## src/hdl/otp_loader_pkg.sv

```systemverilog
package otp_loader_pkg;
    // Register window, 7-bit command space
    localparam logic [6:0] A_SET = 7'h00;
    localparam logic [6:0] A_CMD_LO = 7'h3e;
    localparam logic [6:0] A_CMD_HI = 7'h3f;
    localparam logic [6:0] A_BUF = 7'h40;
    localparam logic [6:0] A_CSUM = 7'h60;
    localparam logic [6:0] A_LEN = 7'h61;
    localparam int N_SET = 8;
    localparam int BUF_N = 4;

    // Subcommand codes
    localparam logic [15:0] SC_RESET = 16'h0012;
    localparam logic [15:0] SC_CHECK = 16'h00a0;
    localparam logic [15:0] SC_WRITE = 16'h00a1;
    localparam logic [15:0] SC_FACTORY = 16'h0070;
    localparam logic [15:0] SC_FAIL = 16'h0053;

    // Programmable array byte map
    localparam int OTP_N = 36;
    localparam logic [5:0] O_IMG1 = 6'h00;
    localparam logic [5:0] O_IMG2 = 6'h08;
    localparam logic [5:0] O_SIG = 6'h10;
    localparam int N_SIG = 8;
    localparam logic [5:0] O_LOCK = 6'h20;
    localparam logic [5:0] O_FACT = 6'h21;
    localparam int FACT_N = 2;
    localparam logic [5:0] O_FAIL = 6'h23;

    // Self-check result byte 0
    localparam int B_OK = 7;
    localparam int B_LOCK = 5;
    localparam int B_NOSIG = 4;
    localparam int B_NODATA = 3;
    localparam int B_TEMP = 2;
    localparam int B_LOW = 1;
    localparam int B_HIGH = 0;

    // Settings bytes that steer the loader
    localparam int S_MFG_INIT = 4;
    localparam int S_PROT = 5;
    localparam int S_AUX_REGULATOR_ONE = 6;
    localparam int S_AUX_REGULATOR_ZERO = 7;
    localparam int F_PROG_EN = 0;
    localparam int F_FAIL_EN = 0;
    localparam logic [63:0] SET_DEF = 64'h0000_0000_0000_0000;
    localparam logic [15:0] SIG_SEED = 16'h1d0f;

    // Answer lengths: payload plus four window bytes
    localparam logic [7:0] LEN_OVH = 8'h04;
    localparam logic [7:0] LEN_RES = 8'h07;
    localparam logic [7:0] LEN_FACT = 8'h06;
    localparam logic [7:0] LEN_FAIL = 8'h05;
    localparam logic [3:0] PEND_CFG = 4'ha;
    localparam logic [3:0] PEND_FACT = 4'h2;
    localparam logic [3:0] PEND_FAIL = 4'h1;

    // Byte programming times
    localparam int CLK_PERIOD_NS = 8;
    localparam int FAST_BYTE_NS = 200_000;
    localparam int SLOW_BYTE_MS = 125;
    localparam int FAST_BYTE_CYC = FAST_BYTE_NS / CLK_PERIOD_NS;
    localparam int SLOW_BYTE_CYC = SLOW_BYTE_MS * 1_000_000 / CLK_PERIOD_NS;

    typedef enum logic [2:0] {
        ST_OFF, ST_LOAD, ST_RUN, ST_EXEC, ST_PROG, ST_DONE
    } state_t;
    typedef enum logic [1:0] {PK_CFG, PK_FACT, PK_FAIL} prog_kind_t;
endpackage : otp_loader_pkg

```

## src/hdl/otp_config_loader.sv

```systemverilog
`timescale 1ns/1ps
// What this block does
// - Power-up copies programmed settings into RAM
// - Reset subcommand reloads as at power-up
// - Settings held in normal, sleep, deep sleep
// - Shutdown clears settings, reload on return
// - Array starts zero, bits only rise
// - Loaded setting is image1^image2^default
// - Signature mismatch boots with defaults
// - Eight signature slots for reprogramming
// - Signature skips factory and failure data
// - Regulator bytes change through image two
// - Bit 7 ok, then no other bits
// - Bit 5 reports lock or missing modes
// - Bit 4 no slot, bit 3 data exhausted
// - Bits 2,1,0: hot, supply low, high
// - Bytes 1,2 give failing address lo,hi
// - Program returns same status, bit 7 done
// - Configuration programming about 200 us/byte
// - In-operation writes need field program enable
// - Factory data writable in unrestricted access
// - Failure store needs both enables, low check
// - In-operation programming about 125 ms/byte
// - Unsigned values stored little-endian
// - Busy code reads all ones, then code
module otp_config_loader #(
    parameter int FAST_CYC = otp_loader_pkg::FAST_BYTE_CYC,
    parameter int SLOW_CYC = otp_loader_pkg::SLOW_BYTE_CYC
) (
    input wire logic clk,
    input wire logic rst_n,
    input wire logic [6:0] addr,
    input wire logic [7:0] wdata,
    input wire logic wr,
    input wire logic rd,
    output logic [7:0] rdata,
    input wire logic full_access,
    input wire logic config_update,
    input wire logic temp_high,
    input wire logic supply_low,
    input wire logic supply_high,
    input wire logic shutdown,
    output logic [otp_loader_pkg::N_SET*8-1:0] settings,
    output logic busy,
    output logic sig_fault
);
    import otp_loader_pkg::*;

    state_t state_r, state_nxt;
    prog_kind_t kind_r;
    logic [N_SET*8-1:0] set_r, merged_w;
    logic [BUF_N*8-1:0] buf_r;
    logic [7:0] cmd_lo_r, cmd_hi_r, csum_r, len_r, rdata_r, res_w;
    logic [3:0] pidx_r, pend_w;
    logic [2:0] slot_r, next_slot, fail_idx;
    logic [15:0] sig_new_r, sig_last, code_w, code_r, fail_addr;
    logic [OTP_N*8-1:0] otp_flat;
    logic [N_SIG-1:0] slot_used;
    logic [10:0] plan_w [N_SET];
    logic sig_fault_r, sig_any, sig_ok, nodata, lock_w, otp_busy;
    logic wr_req, len_ok, data_cmd;
    logic [5:0] wr_idx;
    logic [7:0] wr_val;

    // Address window decode, shared by read and write paths
    function automatic logic in_win(input logic [6:0] a,
                                    input logic [6:0] base,
                                    input int n);
        return (7'(a - base) < 7'(n));
    endfunction : in_win

    // Rotate-xor signature over the settings bytes only
    function automatic logic [15:0] sig_f(input logic [N_SET*8-1:0] v);
        logic [15:0] s;
        s = SIG_SEED;
        for (int k = 0; k < N_SET; k++) begin
            s = {s[14:0], s[15]} ^ {8'h00, v[k*8 +: 8]};
        end
        return s;
    endfunction : sig_f

    // Window checksum: code bytes plus used buffer bytes, inverted
    function automatic logic [7:0] csum_f(input logic [7:0] lo,
                                          input logic [7:0] hi,
                                          input logic [BUF_N*8-1:0] b,
                                          input logic [7:0] len);
        logic [7:0] s;
        s = lo + hi;
        for (int i = 0; i < BUF_N; i++) begin
            if (8'(i) + LEN_OVH < len) begin
                s = s + b[i*8 +: 8];
            end
        end
        return ~s;
    endfunction : csum_f

    // Pick the image for a changed byte: {fail, use2, need, value}
    function automatic logic [10:0] plan_f(input logic reg_byte,
                                           input logic [7:0] d,
                                           input logic [7:0] i1,
                                           input logic [7:0] i2);
        if (d == 8'h00) begin
            return 11'h000;
        end else if (!reg_byte && ((i1 & d) == 8'h00)) begin
            return {3'b001, d};
        end else if ((i2 & d) == 8'h00) begin
            return {3'b011, d};
        end
        return {3'b100, 8'h00};
    endfunction : plan_f

    otp_array #(
        .FAST_CYC(FAST_CYC),
        .SLOW_CYC(SLOW_CYC)
    ) u_otp (
        .clk(clk),
        .rst_n(rst_n),
        .wr_req(wr_req),
        .wr_idx(wr_idx),
        .wr_data(wr_val),
        .slow(kind_r != PK_CFG),
        .busy(otp_busy),
        .flat(otp_flat)
    );

    // Per-byte merge and programming plan
    genvar k;
    generate
        for (k = 0; k < N_SET; k++) begin : g_set
            logic [7:0] i1, i2, df;
            assign i1 = otp_flat[(O_IMG1 + k)*8 +: 8];
            assign i2 = otp_flat[(O_IMG2 + k)*8 +: 8];
            assign df = SET_DEF[k*8 +: 8];
            assign merged_w[k*8 +: 8] = i1 ^ i2 ^ df;
            // Regulator bytes carry factory bits in image one
            assign plan_w[k] = plan_f((k == S_AUX_REGULATOR_ONE) || (k == S_AUX_REGULATOR_ZERO),
                set_r[k*8 +: 8] ^ df ^ i1 ^ i2, i1, i2);
        end
        for (k = 0; k < N_SIG; k++) begin : g_slot
            assign slot_used[k] = |otp_flat[(O_SIG + 2*k)*8 +: 16];
        end
    endgenerate

    // Latest written slot holds the live signature
    always_comb begin
        sig_any = 1'b0;
        sig_last = 16'h0000;
        next_slot = 3'h0;
        for (int j = 0; j < N_SIG; j++) begin
            if (slot_used[j]) begin
                sig_any = 1'b1;
                sig_last = otp_flat[(O_SIG + 2*j)*8 +: 16];
                next_slot = 3'(j + 1);
            end
        end
    end

    // Factory and failure bytes stay outside the signature
    assign sig_ok = sig_any && (sig_last == sig_f(merged_w));

    // First byte that no image can still absorb
    always_comb begin
        nodata = 1'b0;
        fail_idx = 3'h0;
        for (int j = N_SET - 1; j >= 0; j--) begin
            if (plan_w[j][10]) begin
                nodata = 1'b1;
                fail_idx = 3'(j);
            end
        end
    end
    assign fail_addr = {9'h000, A_SET + {4'h0, fail_idx}};

    // Self-check status byte; the host owns the mode setup
    assign lock_w = !(full_access && config_update) ||
                    (otp_flat[O_LOCK*8 +: 8] != 8'h00);
    always_comb begin
        res_w = 8'h00;
        res_w[B_LOCK] = lock_w;
        res_w[B_NOSIG] = slot_used[N_SIG-1];
        res_w[B_NODATA] = nodata;
        res_w[B_TEMP] = temp_high;
        res_w[B_LOW] = supply_low;
        res_w[B_HIGH] = supply_high;
        res_w[B_OK] = ~|res_w;
    end

    // Subcommand decode; code is whole once the high byte lands
    assign code_w = {wdata, cmd_lo_r};
    assign code_r = {cmd_hi_r, cmd_lo_r};
    assign data_cmd = (code_w == SC_CHECK) || (code_w == SC_WRITE) ||
                      (code_w == SC_FACTORY) || (code_w == SC_FAIL);
    assign busy = (state_r == ST_EXEC) || (state_r == ST_PROG) ||
                  (state_r == ST_DONE);

    // In-operation writes; max supply limit waived here
    assign len_ok = (csum_f(cmd_lo_r, cmd_hi_r, buf_r, wdata) == csum_r) &&
        set_r[S_MFG_INIT*8 + F_PROG_EN] && !supply_low &&
        (((code_r == SC_FACTORY) && full_access &&
          (wdata == LEN_FACT)) ||
         ((code_r == SC_FAIL) && set_r[S_PROT*8 + F_FAIL_EN] &&
          (wdata == LEN_FAIL)));

    // Sequencer
    always_comb begin
        state_nxt = state_r;
        unique case (state_r)
            ST_OFF: if (!shutdown) state_nxt = ST_LOAD;
            ST_LOAD: state_nxt = ST_RUN;
            ST_RUN: begin
                if (wr && (addr == A_CMD_HI)) begin
                    if (code_w == SC_RESET) begin
                        state_nxt = ST_LOAD;
                    end else if (data_cmd) begin
                        state_nxt = ST_EXEC;
                    end
                end else if (wr && (addr == A_LEN) && len_ok) begin
                    state_nxt = ST_PROG;
                end
            end
            ST_EXEC: begin
                // Failed check leaves the array untouched
                if ((code_r == SC_WRITE) && res_w[B_OK]) begin
                    state_nxt = ST_PROG;
                end else begin
                    state_nxt = ST_DONE;
                end
            end
            ST_PROG: if (!otp_busy && (pidx_r == pend_w)) state_nxt = ST_DONE;
            ST_DONE: state_nxt = ST_RUN;
            default: state_nxt = ST_LOAD;
        endcase
        if (shutdown) state_nxt = ST_OFF;
    end

    always_ff @(posedge clk) begin
        if (!rst_n) state_r <= ST_LOAD;
        else state_r <= state_nxt;
    end

    // Programming item for the current step
    assign pend_w = (kind_r == PK_CFG) ? PEND_CFG :
                    (kind_r == PK_FACT) ? PEND_FACT : PEND_FAIL;
    always_comb begin
        wr_req = 1'b0;
        wr_idx = 6'h00;
        wr_val = 8'h00;
        if ((state_r == ST_PROG) && !otp_busy && (pidx_r != pend_w)) begin
            if (kind_r == PK_FACT) begin
                wr_req = 1'b1;
                wr_idx = O_FACT + {2'b00, pidx_r};
                wr_val = buf_r[pidx_r[0]*8 +: 8];
            end else if (kind_r == PK_FAIL) begin
                wr_req = 1'b1;
                wr_idx = O_FAIL;
                wr_val = buf_r[7:0];
            end else if (pidx_r < 4'(N_SET)) begin
                wr_req = plan_w[pidx_r[2:0]][8];
                wr_idx = (plan_w[pidx_r[2:0]][9] ? O_IMG2 : O_IMG1) +
                         {3'b000, pidx_r[2:0]};
                wr_val = plan_w[pidx_r[2:0]][7:0];
            end else begin
                // New signature into the next free slot, low byte first
                wr_req = 1'b1;
                wr_idx = O_SIG + {2'b00, slot_r, 1'b0} +
                         {5'h00, pidx_r[0]};
                wr_val = pidx_r[0] ? sig_new_r[15:8] : sig_new_r[7:0];
            end
        end
    end

    // Step counter; unchanged bytes cost one cycle, written ones a timer
    always_ff @(posedge clk) begin
        if (!rst_n || (state_r != ST_PROG)) begin
            pidx_r <= 4'h0;
        end else if (!otp_busy && (pidx_r != pend_w)) begin
            pidx_r <= pidx_r + 4'h1;
        end
    end

    // Settings RAM: only reset, load, shutdown or a bus write change it
    always_ff @(posedge clk) begin
        if (!rst_n || shutdown || (state_r == ST_OFF)) begin
            set_r <= '0;
        end else if (state_r == ST_LOAD) begin
            set_r <= sig_ok ? merged_w : SET_DEF;
        end else if (state_r == ST_RUN && wr && config_update &&
                     in_win(addr, A_SET, N_SET)) begin
            set_r[3'(addr - A_SET)*8 +: 8] <= wdata;
        end
    end
    assign settings = set_r;

    always_ff @(posedge clk) begin
        if (!rst_n) sig_fault_r <= 1'b0;
        else if (state_r == ST_LOAD) sig_fault_r <= sig_any && !sig_ok;
    end
    assign sig_fault = sig_fault_r;

    // Command pair; reset subcommand clears it with the reload
    always_ff @(posedge clk) begin
        if (!rst_n || (state_r == ST_LOAD)) begin
            cmd_lo_r <= 8'h00;
            cmd_hi_r <= 8'h00;
        end else if (state_r == ST_RUN && wr && addr == A_CMD_LO) begin
            cmd_lo_r <= wdata;
        end else if (state_r == ST_RUN && wr && addr == A_CMD_HI) begin
            cmd_hi_r <= wdata;
        end
    end

    // Transfer buffer: host data or subcommand answer
    always_ff @(posedge clk) begin
        if (!rst_n) begin
            buf_r <= '0;
        end else if (state_r == ST_RUN && wr && in_win(addr, A_BUF, BUF_N)) begin
            buf_r[2'(addr - A_BUF)*8 +: 8] <= wdata;
        end else if (state_r == ST_EXEC) begin
            if (code_r == SC_FACTORY) begin
                buf_r <= {16'h0000, otp_flat[O_FACT*8 +: 16]};
            end else if (code_r == SC_FAIL) begin
                buf_r <= {24'h000000, otp_flat[O_FAIL*8 +: 8]};
            end else begin
                // Address follows only when data ran out
                buf_r <= {8'h00, nodata ? fail_addr : 16'h0000,
                          res_w};
            end
        end
    end

    // Length, checksum, slot and signature captured for the pass
    always_ff @(posedge clk) begin
        if (!rst_n) begin
            len_r <= 8'h00;
            csum_r <= 8'h00;
            slot_r <= 3'h0;
            sig_new_r <= 16'h0000;
        end else if (state_r == ST_RUN && wr && addr == A_LEN) begin
            len_r <= wdata;
        end else if (state_r == ST_RUN && wr && addr == A_CSUM) begin
            csum_r <= wdata;
        end else if (state_r == ST_EXEC) begin
            len_r <= (code_r == SC_FACTORY) ? LEN_FACT :
                     (code_r == SC_FAIL) ? LEN_FAIL : LEN_RES;
            slot_r <= next_slot;
            sig_new_r <= sig_f(set_r);
        end else if (state_r == ST_DONE) begin
            csum_r <= csum_f(cmd_lo_r, cmd_hi_r, buf_r, len_r);
        end
    end

    // Kind of programming pass, fixed when it starts
    always_ff @(posedge clk) begin
        if (!rst_n) kind_r <= PK_CFG;
        else if (state_r == ST_EXEC) kind_r <= PK_CFG;
        else if (state_r == ST_RUN && wr && addr == A_LEN) begin
            kind_r <= (code_r == SC_FAIL) ? PK_FAIL : PK_FACT;
        end
    end

    // Read path; busy hides the code so polling sees all ones
    always_ff @(posedge clk) begin
        if (!rst_n || !rd) begin
            rdata_r <= 8'h00;
        end else if (addr == A_CMD_LO) begin
            rdata_r <= busy ? 8'hff : cmd_lo_r;
        end else if (addr == A_CMD_HI) begin
            rdata_r <= busy ? 8'hff : cmd_hi_r;
        end else if (in_win(addr, A_BUF, BUF_N)) begin
            rdata_r <= buf_r[2'(addr - A_BUF)*8 +: 8];
        end else if (addr == A_CSUM) begin
            rdata_r <= csum_r;
        end else if (addr == A_LEN) begin
            rdata_r <= len_r;
        end else if (in_win(addr, A_SET, N_SET)) begin
            rdata_r <= set_r[3'(addr - A_SET)*8 +: 8];
        end else begin
            rdata_r <= 8'h00;
        end
    end
    assign rdata = rdata_r;
endmodule : otp_config_loader

```

## src/hdl/otp_array.sv

```systemverilog
`timescale 1ns/1ps
module otp_array #(
    parameter int FAST_CYC = otp_loader_pkg::FAST_BYTE_CYC,
    parameter int SLOW_CYC = otp_loader_pkg::SLOW_BYTE_CYC
) (
    input wire logic clk,
    input wire logic rst_n,
    input wire logic wr_req,
    input wire logic [5:0] wr_idx,
    input wire logic [7:0] wr_data,
    input wire logic slow,
    output logic busy,
    output logic [otp_loader_pkg::OTP_N*8-1:0] flat
);
    import otp_loader_pkg::*;

    // Blank part reads all zeros; reset never clears the array
    logic [7:0] mem [OTP_N] = '{default: 8'h00};
    logic [23:0] cnt_r;
    logic take;

    assign take = wr_req && (cnt_r == 24'h0);
    assign busy = (cnt_r != 24'h0);

    // Byte timer, slow rate for in-operation writes
    always_ff @(posedge clk) begin
        if (!rst_n) begin
            cnt_r <= 24'h0;
        end else if (take) begin
            cnt_r <= slow ? 24'(SLOW_CYC) : 24'(FAST_CYC);
        end else if (busy) begin
            cnt_r <= cnt_r - 24'h1;
        end
    end

    // Bits can only be raised, never lowered
    always_ff @(posedge clk) begin
        if (take && (wr_idx < 6'(OTP_N))) begin
            mem[wr_idx] <= mem[wr_idx] | wr_data;
        end
    end

    genvar g;
    generate
        for (g = 0; g < OTP_N; g++) begin : g_flat
            assign flat[g*8 +: 8] = mem[g];
        end
    endgenerate
endmodule : otp_array

```

## config.mk

```make
export PLATFORM = sky130hd
export DESIGN_NAME = otp_config_loader
export DESIGN_NICKNAME = d
export VERILOG_FILES = /design/src/hdl/otp_loader_pkg.sv /design/src/hdl/otp_config_loader.sv /design/src/hdl/otp_array.sv
export SDC_FILE = /design/constraint.sdc
export NUM_CORES = 2
export LEC_CHECK = 0
export ABC_AREA = 1
export BUFFER_PORTS_ARGS = -buffer_cell sky130_fd_sc_hd__clkbuf_2
export CAP_MARGIN = 20
export CORE_MARGIN = 4
export CORE_UTILIZATION = 64
export CTS_BUF_LIST = sky130_fd_sc_hd__clkbuf_4 sky130_fd_sc_hd__clkbuf_8 sky130_fd_sc_hd__clkbuf_16
export DETAILED_ROUTE_END_ITERATION = 16
export GPL_TIMING_DRIVEN = 1
export PLACE_DENSITY = 0.81
export SYNTH_ARGS = -nofsm -noshare
export SYNTH_HDL_FRONTEND = slang
export SYNTH_HIERARCHICAL = 1
export SYNTH_SLANG_ARGS = --single-unit
```

## constraint.sdc

```tcl
create_clock -name clk -period 7.55 [get_ports clk]
set_input_delay 1.1325 -clock clk [delete_from_list [all_inputs] [get_ports clk]]
set_output_delay 1.1325 -clock clk [all_outputs]
set_load 0.005 [all_outputs]
```

Word-level counts from Yosys, hierarchy flattened
Memories as Yosys holds them, arrays and structs flattened.
Index checks and enable logic that the tools add are counted.
{"block": "op_classes", "addsub": 17, "n_lt_le_gt_ge": 13, "n_eq_ne": 34, "n_shift": 7, "muxes": 179, "bitwise": 62, "n_reduce_logical": 98}
{"op": "two-way mux 8 bit", "count": 47}
{"op": "two-way mux 11 bit", "count": 31}
{"op": "two-way mux 64 bit", "count": 3}
{"op": "XOR 16 x 8 -> 16 bit", "count": 12}
{"op": "XOR 8 bit", "count": 24}
{"op": "zero test 8 bit", "count": 22}
{"op": "two-way mux 16 bit", "count": 9}
{"op": "OR reduction 16 bit", "count": 8}
{"op": "AND 8 bit", "count": 14}
{"op": "two-way mux 24 bit", "count": 3}
{"op": "adder 8 bit", "count": 8}
{"op": "bitwise mux 64 bit", "count": 1}
{"op": "equality test 16 x 7 -> 1 bit (second input constant)", "count": 4}
{"op": "< comparator 3 x 8 -> 1 bit (first input constant)", "count": 8}
{"op": "two-way mux 32 bit", "count": 2}
{"op": "variable shift 8 x 34 -> 64 bit (first input constant)", "count": 1}
{"op": "indexed part select 64 x 7 -> 8 bit", "count": 1}
{"op": "indexed part select 8 x 34 -> 64 bit", "count": 1}
{"op": "two-way mux 3 bit", "count": 21}
{"op": "equality test 16 x 8 -> 1 bit (second input constant)", "count": 3}
{"op": "two-way mux 1 bit", "count": 47}
{"op": "negation 5 -> 34 bit", "count": 1}
{"op": "negation 6 -> 34 bit", "count": 1}
{"op": "variable shift 8 x 34 -> 32 bit (first input constant)", "count": 1}
{"op": "60 further kinds", "count": 137}
{"block": "totals", "reg_bits": 189, "ramBits": 288, "input_bits": 25, "output_inout_bits": 74, "elab_cells": 426, "mem_count": 1}
{"name": "u_otp.mem", "words": 36, "word_bits": 8, "rd": 37, "rd_ports_with_merged_regs": 0, "wr": 1, "line": "otp_array.sv:18", "text": "logic [7:0] mem [OTP_N] = '{default: 8'h00};"}

Depth between registers and ports, before layout
{"block": "logic_depth", "ltp_word": 33, "mapped_depth": 41, "mapped_depth_nobuf": 41}

Cells and area by module
The synthesis kept the hierarchy.
{"mod": "otp_array", "n_inst": 1, "cells_each": 2366, "area_per_inst_um2": 23334.9}
{"mod": "otp_config_loader", "n_inst": 1, "cells_each": 3125, "area_per_inst_um2": 19140.9}

Worst setup path after synthesis
No wires, ideal clock.
{"block": "synth_timing", "path_kind": "input-to-reg", "startpoint": "in wdata[0]", "endpoint": "reg state_r[2]", "setup_ns": 0.111, "arrival_ns": 5.605, "required_ns": 7.439, "slack_ns": 1.833, "cell_stages": 34, "n_path_buf": 1, "path_cell_list": "buf_2 inv_1 nand2_1 a21oi_4 nand2_1 o21ai_0 inv_1 ha_1 inv_1 fa_1 or2_2 nand2_1 inv_1 fa_1 o21ai_0 nand2_1 nand2_1 a21oi_1 xnor2_1 nand2_1 nand2_1 ha_1 nand4_1 o211ai_1 o21ai_0 a21oi_1 xor2_1 nor2_1 nor2_1 nand3_1 nand2_2 nand2_1 nor2_1 nor2_1"}
{"block": "synth_via", "elab_chain_cells": 16}
{"element": "start: declaration", "line": "otp_config_loader.sv:33", "text": "input wire logic [7:0] wdata,"}
{"element": "< comparator 3 x 8 -> 1 bit", "line": "otp_config_loader.sv:90", "text": "if (8'(i) + LEN_OVH < len) begin"}
{"element": "two-way mux 8 bit", "line": "otp_config_loader.sv:90"}
{"element": "adder 8 bit", "line": "otp_config_loader.sv:91", "text": "s = s + b[i*8 +: 8];"}
{"element": "two-way mux 8 bit", "line": "otp_config_loader.sv:90"}
{"element": "adder 8 bit", "line": "otp_config_loader.sv:91"}
{"element": "two-way mux 8 bit", "line": "otp_config_loader.sv:90"}
{"element": "adder 8 bit", "line": "otp_config_loader.sv:91"}
{"element": "two-way mux 8 bit", "line": "otp_config_loader.sv:90"}
{"element": "NOT 8 bit", "line": "otp_config_loader.sv:94", "text": "return ~s;"}
{"element": "equality test 8 bit", "line": "otp_config_loader.sv:197", "text": "assign len_ok = (csum_f(cmd_lo_r, cmd_hi_r, buf_r, wdata) == csum_r) &&"}
{"element": "logical AND 1 bit", "line": "otp_config_loader.sv:197"}
{"element": "logical AND 1 bit (2 in a row)", "line": "otp_config_loader.sv:198", "text": "set_r[S_MFG_INIT*8 + F_PROG_EN] && !supply_low &&"}
{"element": "logical AND 1 bit", "line": "otp_config_loader.sv:217", "text": "end else if (wr && (addr == A_LEN) && len_ok) begin"}
{"element": "inequality test 3 bit (no line)"}
{"element": "AND reduction 3 bit (no line)"}
{"element": "end signal: assignment", "line": "otp_config_loader.sv:238", "text": "else state_r <= state_nxt;"}
{"element": "end: declaration", "line": "otp_config_loader.sv:49", "text": "state_t state_r, state_nxt;"}
Parallel ways exist; a longest one is shown, timed or not.
A chain may end at the register's enable or synchronous reset.

Final worst setup path
{"block": "layout_timing", "startpoint": "reg cmd_lo_r[0]", "endpoint": "reg state_r[2]"}
{"block": "layout_via", "elab_chain_cells": 17}
{"element": "start: declaration", "line": "otp_config_loader.sv:53", "text": "logic [7:0] cmd_lo_r, cmd_hi_r, csum_r, len_r, rdata_r, res_w;"}
{"element": "start signal: assignment", "line": "otp_config_loader.sv:306", "text": "cmd_lo_r <= wdata;"}
{"element": "adder 8 bit", "line": "otp_config_loader.sv:88", "text": "s = lo + hi;"}
{"element": "adder 8 bit", "line": "otp_config_loader.sv:91"}
{"element": "two-way mux 8 bit", "line": "otp_config_loader.sv:90"}
{"element": "adder 8 bit", "line": "otp_config_loader.sv:91"}
{"element": "two-way mux 8 bit", "line": "otp_config_loader.sv:90"}
{"element": "adder 8 bit", "line": "otp_config_loader.sv:91"}
{"element": "two-way mux 8 bit", "line": "otp_config_loader.sv:90"}
{"element": "adder 8 bit", "line": "otp_config_loader.sv:91"}
{"element": "two-way mux 8 bit", "line": "otp_config_loader.sv:90"}
{"element": "NOT 8 bit", "line": "otp_config_loader.sv:94"}
{"element": "equality test 8 bit", "line": "otp_config_loader.sv:197"}
{"element": "logical AND 1 bit", "line": "otp_config_loader.sv:197"}
{"element": "logical AND 1 bit (2 in a row)", "line": "otp_config_loader.sv:198"}
{"element": "logical AND 1 bit", "line": "otp_config_loader.sv:217"}
{"element": "inequality test 3 bit (no line)"}
{"element": "AND reduction 3 bit (no line)"}
Parallel ways exist; a longest one is shown, timed or not.

==> impl_summary.txt <==
----------------------------------------------------
[Run status]
  Result of the run ... complete, no violations

[GRT]
  Highest-utilization routing layer at the global route stage ... met2
  Grt met3 use ... 0.1460
  Leftover overflow at the end of global routing ... 0
  Number of antenna violations at the first check in global routing ... 5
  Vias in the first global route ... 37460
  Wire length of the first global-routing pass ... 227.4 mm
  Fraction of met1 tracks used by global routing ... 0.5516
  Global-route total usage across every layer ... 0.4256
  Pin count of the biggest net entering global routing ... 188
  Met2 GRT Util ... 0.6342

[Place]
  Placed cell count ... 6519
  Sum of net half-perimeters after detailed placement ... 109.6 mm
  Post-Place Worst Slack ... 803.7 ps
  Placer congestion estimate ... 1.073
  Port Buf Inserts ... 98

[Critical path]
  Largest stage delay on the critical path ... 420 ps
  Cell at the slowest stage of the critical path ... sky130_fd_sc_hd__fa_1
  Data arrival, critical path ... 6950 ps
  Kind of start point of the critical path ... flip-flop
  WS Path Type ... flip-flop to flip-flop
  Cell mode on critical path ... sky130_fd_sc_hd__nand2_1
  Crit path max fanout ... 6
  Critical path capture point type ... flip-flop
  Reg2Reg Launch Point ... cmd_lo_r[0]
  Launch point of the critical path ... cmd_lo_r[0]
  Worst Path Required ... 8100 ps

[Yosys]
  Count of warnings emitted by yosys ... 6
  Number of synthesized flops with an enable pin ... 512
  Yosys top cell by area ... sky130_fd_sc_hd__edfxtp_1
  Cells taking the most area after synthesis ... sky130_fd_sc_hd__edfxtp_1 (36%), sky130_fd_sc_hd__nand2_1 (18%), sky130_fd_sc_hd__dfxtp_1 (8.9%), sky130_fd_sc_hd__ha_1 (4.0%), sky130_fd_sc_hd__inv_1 (3.9%)
  Post-synthesis instance total ... 5491
  Most frequent cells after synthesis ... sky130_fd_sc_hd__nand2_1 (2073), sky130_fd_sc_hd__edfxtp_1 (512), sky130_fd_sc_hd__inv_1 (441)
  Leading cell type by number of instances after synthesis ... sky130_fd_sc_hd__nand2_1
  Number of storage elements in the synthesis netlist ... 700
  Average cell area after synthesis ... a little under 8 um2
  Asr flop ratio synth ... 0
  Sequential element share of the synthesized area ... 0.4506
  Synth top area share ... 0.3620
  Most common flop cell mapped by yosys ... sky130_fd_sc_hd__edfxtp_1
  Number of library cell types mapped by synthesis ... 69
  Post-synthesis cell area ... approximately 42000 um2

[Clock tree]
  Post-CTS setup repair buffer count ... 0
  Number of gates resized after cts ... 0
  TritonCTS clock tree ... yes
  Cell at the root of the clock tree ... sky130_fd_sc_hd__clkbuf_16
  TritonCTS Sinks ... 700
  Post-CTS Hold Buffers ... 0
  Number of CTS-inserted buffers ... 75
  Clk Latency, worst-skew pair ... 670 ps
  H-tree depth ... 3
  Clock slew at the register clock pins of the worst setup and hold paths ... 60 ps
  Buffers from clock root to sink, at most ... 3

[Timing]
  Headroom to the max-slew limit ... 0.1639
  Time the final worst path needs with I/O delays and setup ... 6394 ps
  Worst-case setup margin in the final layout ... 1156 ps
  Final setup TNS ... 0 ps
  Setup repair after global routing missed its margin ... false
  Max Fclk ... 156.4 MHz
  Final Hold Slack ... 464.6 ps
  Final setup fails ... 0
  Final Slew Violations ... 0
  Number of hold violations in the final report ... 0
  Worst clock skew ... 39.55 ps
  Fraction of the cycle the final worst path needs ... 0.8469
  Worst slew pin tran ... 1245 ps

[Floorplanning]
  Initial core utilization ... 0.6461
  Area of the die ... 70550 um2
  Area of the core ... about 66000 um2
  Overall die width ... 265.6 um
  Total number of placement rows ... 94
  Ports ... 99
  Height of the die ... 265.6 um

[Finish]
  Storage cell area ... 19140 um2
  Share of cells above drive strength 1 ... 0.06539
  Area growth syn-to-layout ... 10.66%
  Multi-input logic area ... 21450 um2
  Non-filler instance count after layout ... 6662
  Number of nets in the finished design ... 5905
  Count of filler cells inserted in the layout ... 5199

[Drt]
  Routed len/inst ... around 23 um
  Length of the first detailed-routing pass in iterations ... 12
  Wire length reported by the detailed router ... 154.5 mm
  Detailed-route DRC error count ... 0
  Number of vias per cell ... 6.118
  First-iteration detailed-routing DRC count ... 6532
  Remaining number of nets flagged by the antenna check after routing ... 0
  Total number of vias ... 40760

[Power]
  Peak VDD IR ... 0.2816 mV
  Power density normalized to cell area ... 198.4 nW/um2
  Leak Pwr ... 20.99 nW

[Min path]
  Type of the most critical hold path ... flip-flop to flip-flop
  Hold_sp ... u_otp/cnt_r[1]

[Flow run]
  Maximum Capacitance Violations ... 0

----------------------------------------------------
-- final cells by class --
class | instances | share of cell area
Clock inverter | 31 | 0.009636
Inverter | 458 | 0.03682
Timing Repair Buffer | 161 | 0.02183
Antenna cell | 2 | 0.0001065
Clock buffer | 105 | 0.04499
Tap cell | 864 | 0.02300
Multi-Input combinational cell | 4341 | 0.4564
Sequential cell | 700 | 0.4072
-- placed cells by master, fill, tap and decap left out, types with 25 or more instances in the layout --
master	Yosys	routed
sky130_fd_sc_hd__o21ai_0	255	255
sky130_fd_sc_hd__nor2_1	432	432
sky130_fd_sc_hd__nand2_1	2073	2073
sky130_fd_sc_hd__a21oi_1	311	309
sky130_fd_sc_hd__nand3_1	186	178
sky130_fd_sc_hd__clkbuf_16	0	75
sky130_fd_sc_hd__xnor2_1	134	134
sky130_fd_sc_hd__buf_4	21	55
sky130_fd_sc_hd__o211ai_1	25	25
sky130_fd_sc_hd__clkbuf_4	0	31
sky130_fd_sc_hd__edfxtp_1	512	512
sky130_fd_sc_hd__ha_1	135	135
sky130_fd_sc_hd__nor3_1	47	46
sky130_fd_sc_hd__a211oi_1	32	31
sky130_fd_sc_hd__inv_1	441	441
sky130_fd_sc_hd__dfxtp_1	188	188
sky130_fd_sc_hd__nand4_1	135	135
sky130_fd_sc_hd__xor2_1	115	115
sky130_fd_sc_hd__clkbuf_2	1	98
sky130_fd_sc_hd__conb_1	1	224
-- worst paths after layout --
check / endpoint / slack [ps] / cells past startpoint
worst max-delay path: state_r[2] / 1160 / 35
worst min-delay path: u_otp/cnt_r[1] / 460 / 2
worst max register to register: state_r[2] / 1160 / 35
worst min register to register: u_otp/cnt_r[1] / 460 / 2
-- power breakdown --
group	switching, mW	internal, mW	total [mW]
Clock	1.62	2.17	3.80
Sequential	0.139	4.21	4.34
Combinational	0.818	0.366	1.18
Total	2.58	6.74	9.32
-- logic make-up (layout without fill, tap and decap cells) --
group / after synthesis / in the layout / synth area share
and+or+nand+nor: 2977 / 2977 / 0.2892
AOI/OAI and AO/OA: 748 / 748 / 0.09895
DFF: 700 / 700 / 0.4506
buffers and inverters: 673 / 755 / 0.06628
xor gates and xnor gates: 249 / 249 / 0.05134
adders and majority gates: 143 / 143 / 0.04354
other: 1 / 226 / 0.00008829
-- worst max-delay path, delay by kind of cell (launching register included) --
kind                     cells  cell delay, ps
adder cells (fa/ha/maj)      6            2080
AND/OR/NAND/NOR             17            1940
AO/OA/AOI/OAI                7             980
XOR/XNOR                     3             830
flip-flops                   1             370
buffers and inverters        2             130
-- registers in the layout, indices dropped and copies added (netlist names) --
signal	flops
sig_new_r	15
cmd_hi_r	8
cmd_lo_r	8
len_r	8
settings	64
rdata	8
u_otp/cnt_r	24
csum_r	8
slot_r	3
sig_fault	1
state_r	3
u_otp/mem	512
buf_r	32
kind_r	2
pidx_r	4
-- stage by stage --
stage / instance area (um2) / power (mW) / util
after global placement: 44390 / 5.514 / 0.6752
after detailed placement: 44390 / 5.541 / 0.6752
final: 47000 / 9.325 / 0.7149
after CTS: 46960 / 9.272 / 0.7143
after global routing: 47000 / 9.606 / 0.7148
after floorplan: 43310 / 5.205 / -
-- layer usage --
layer	wire length, um	vias to the layer above
met1	56030	18680
li1	-	18440
met3	22350	630
met4	10050	6
met5	39	-
met2	66050	3000
Note: power is estimated with default switching activity, not from simulation.
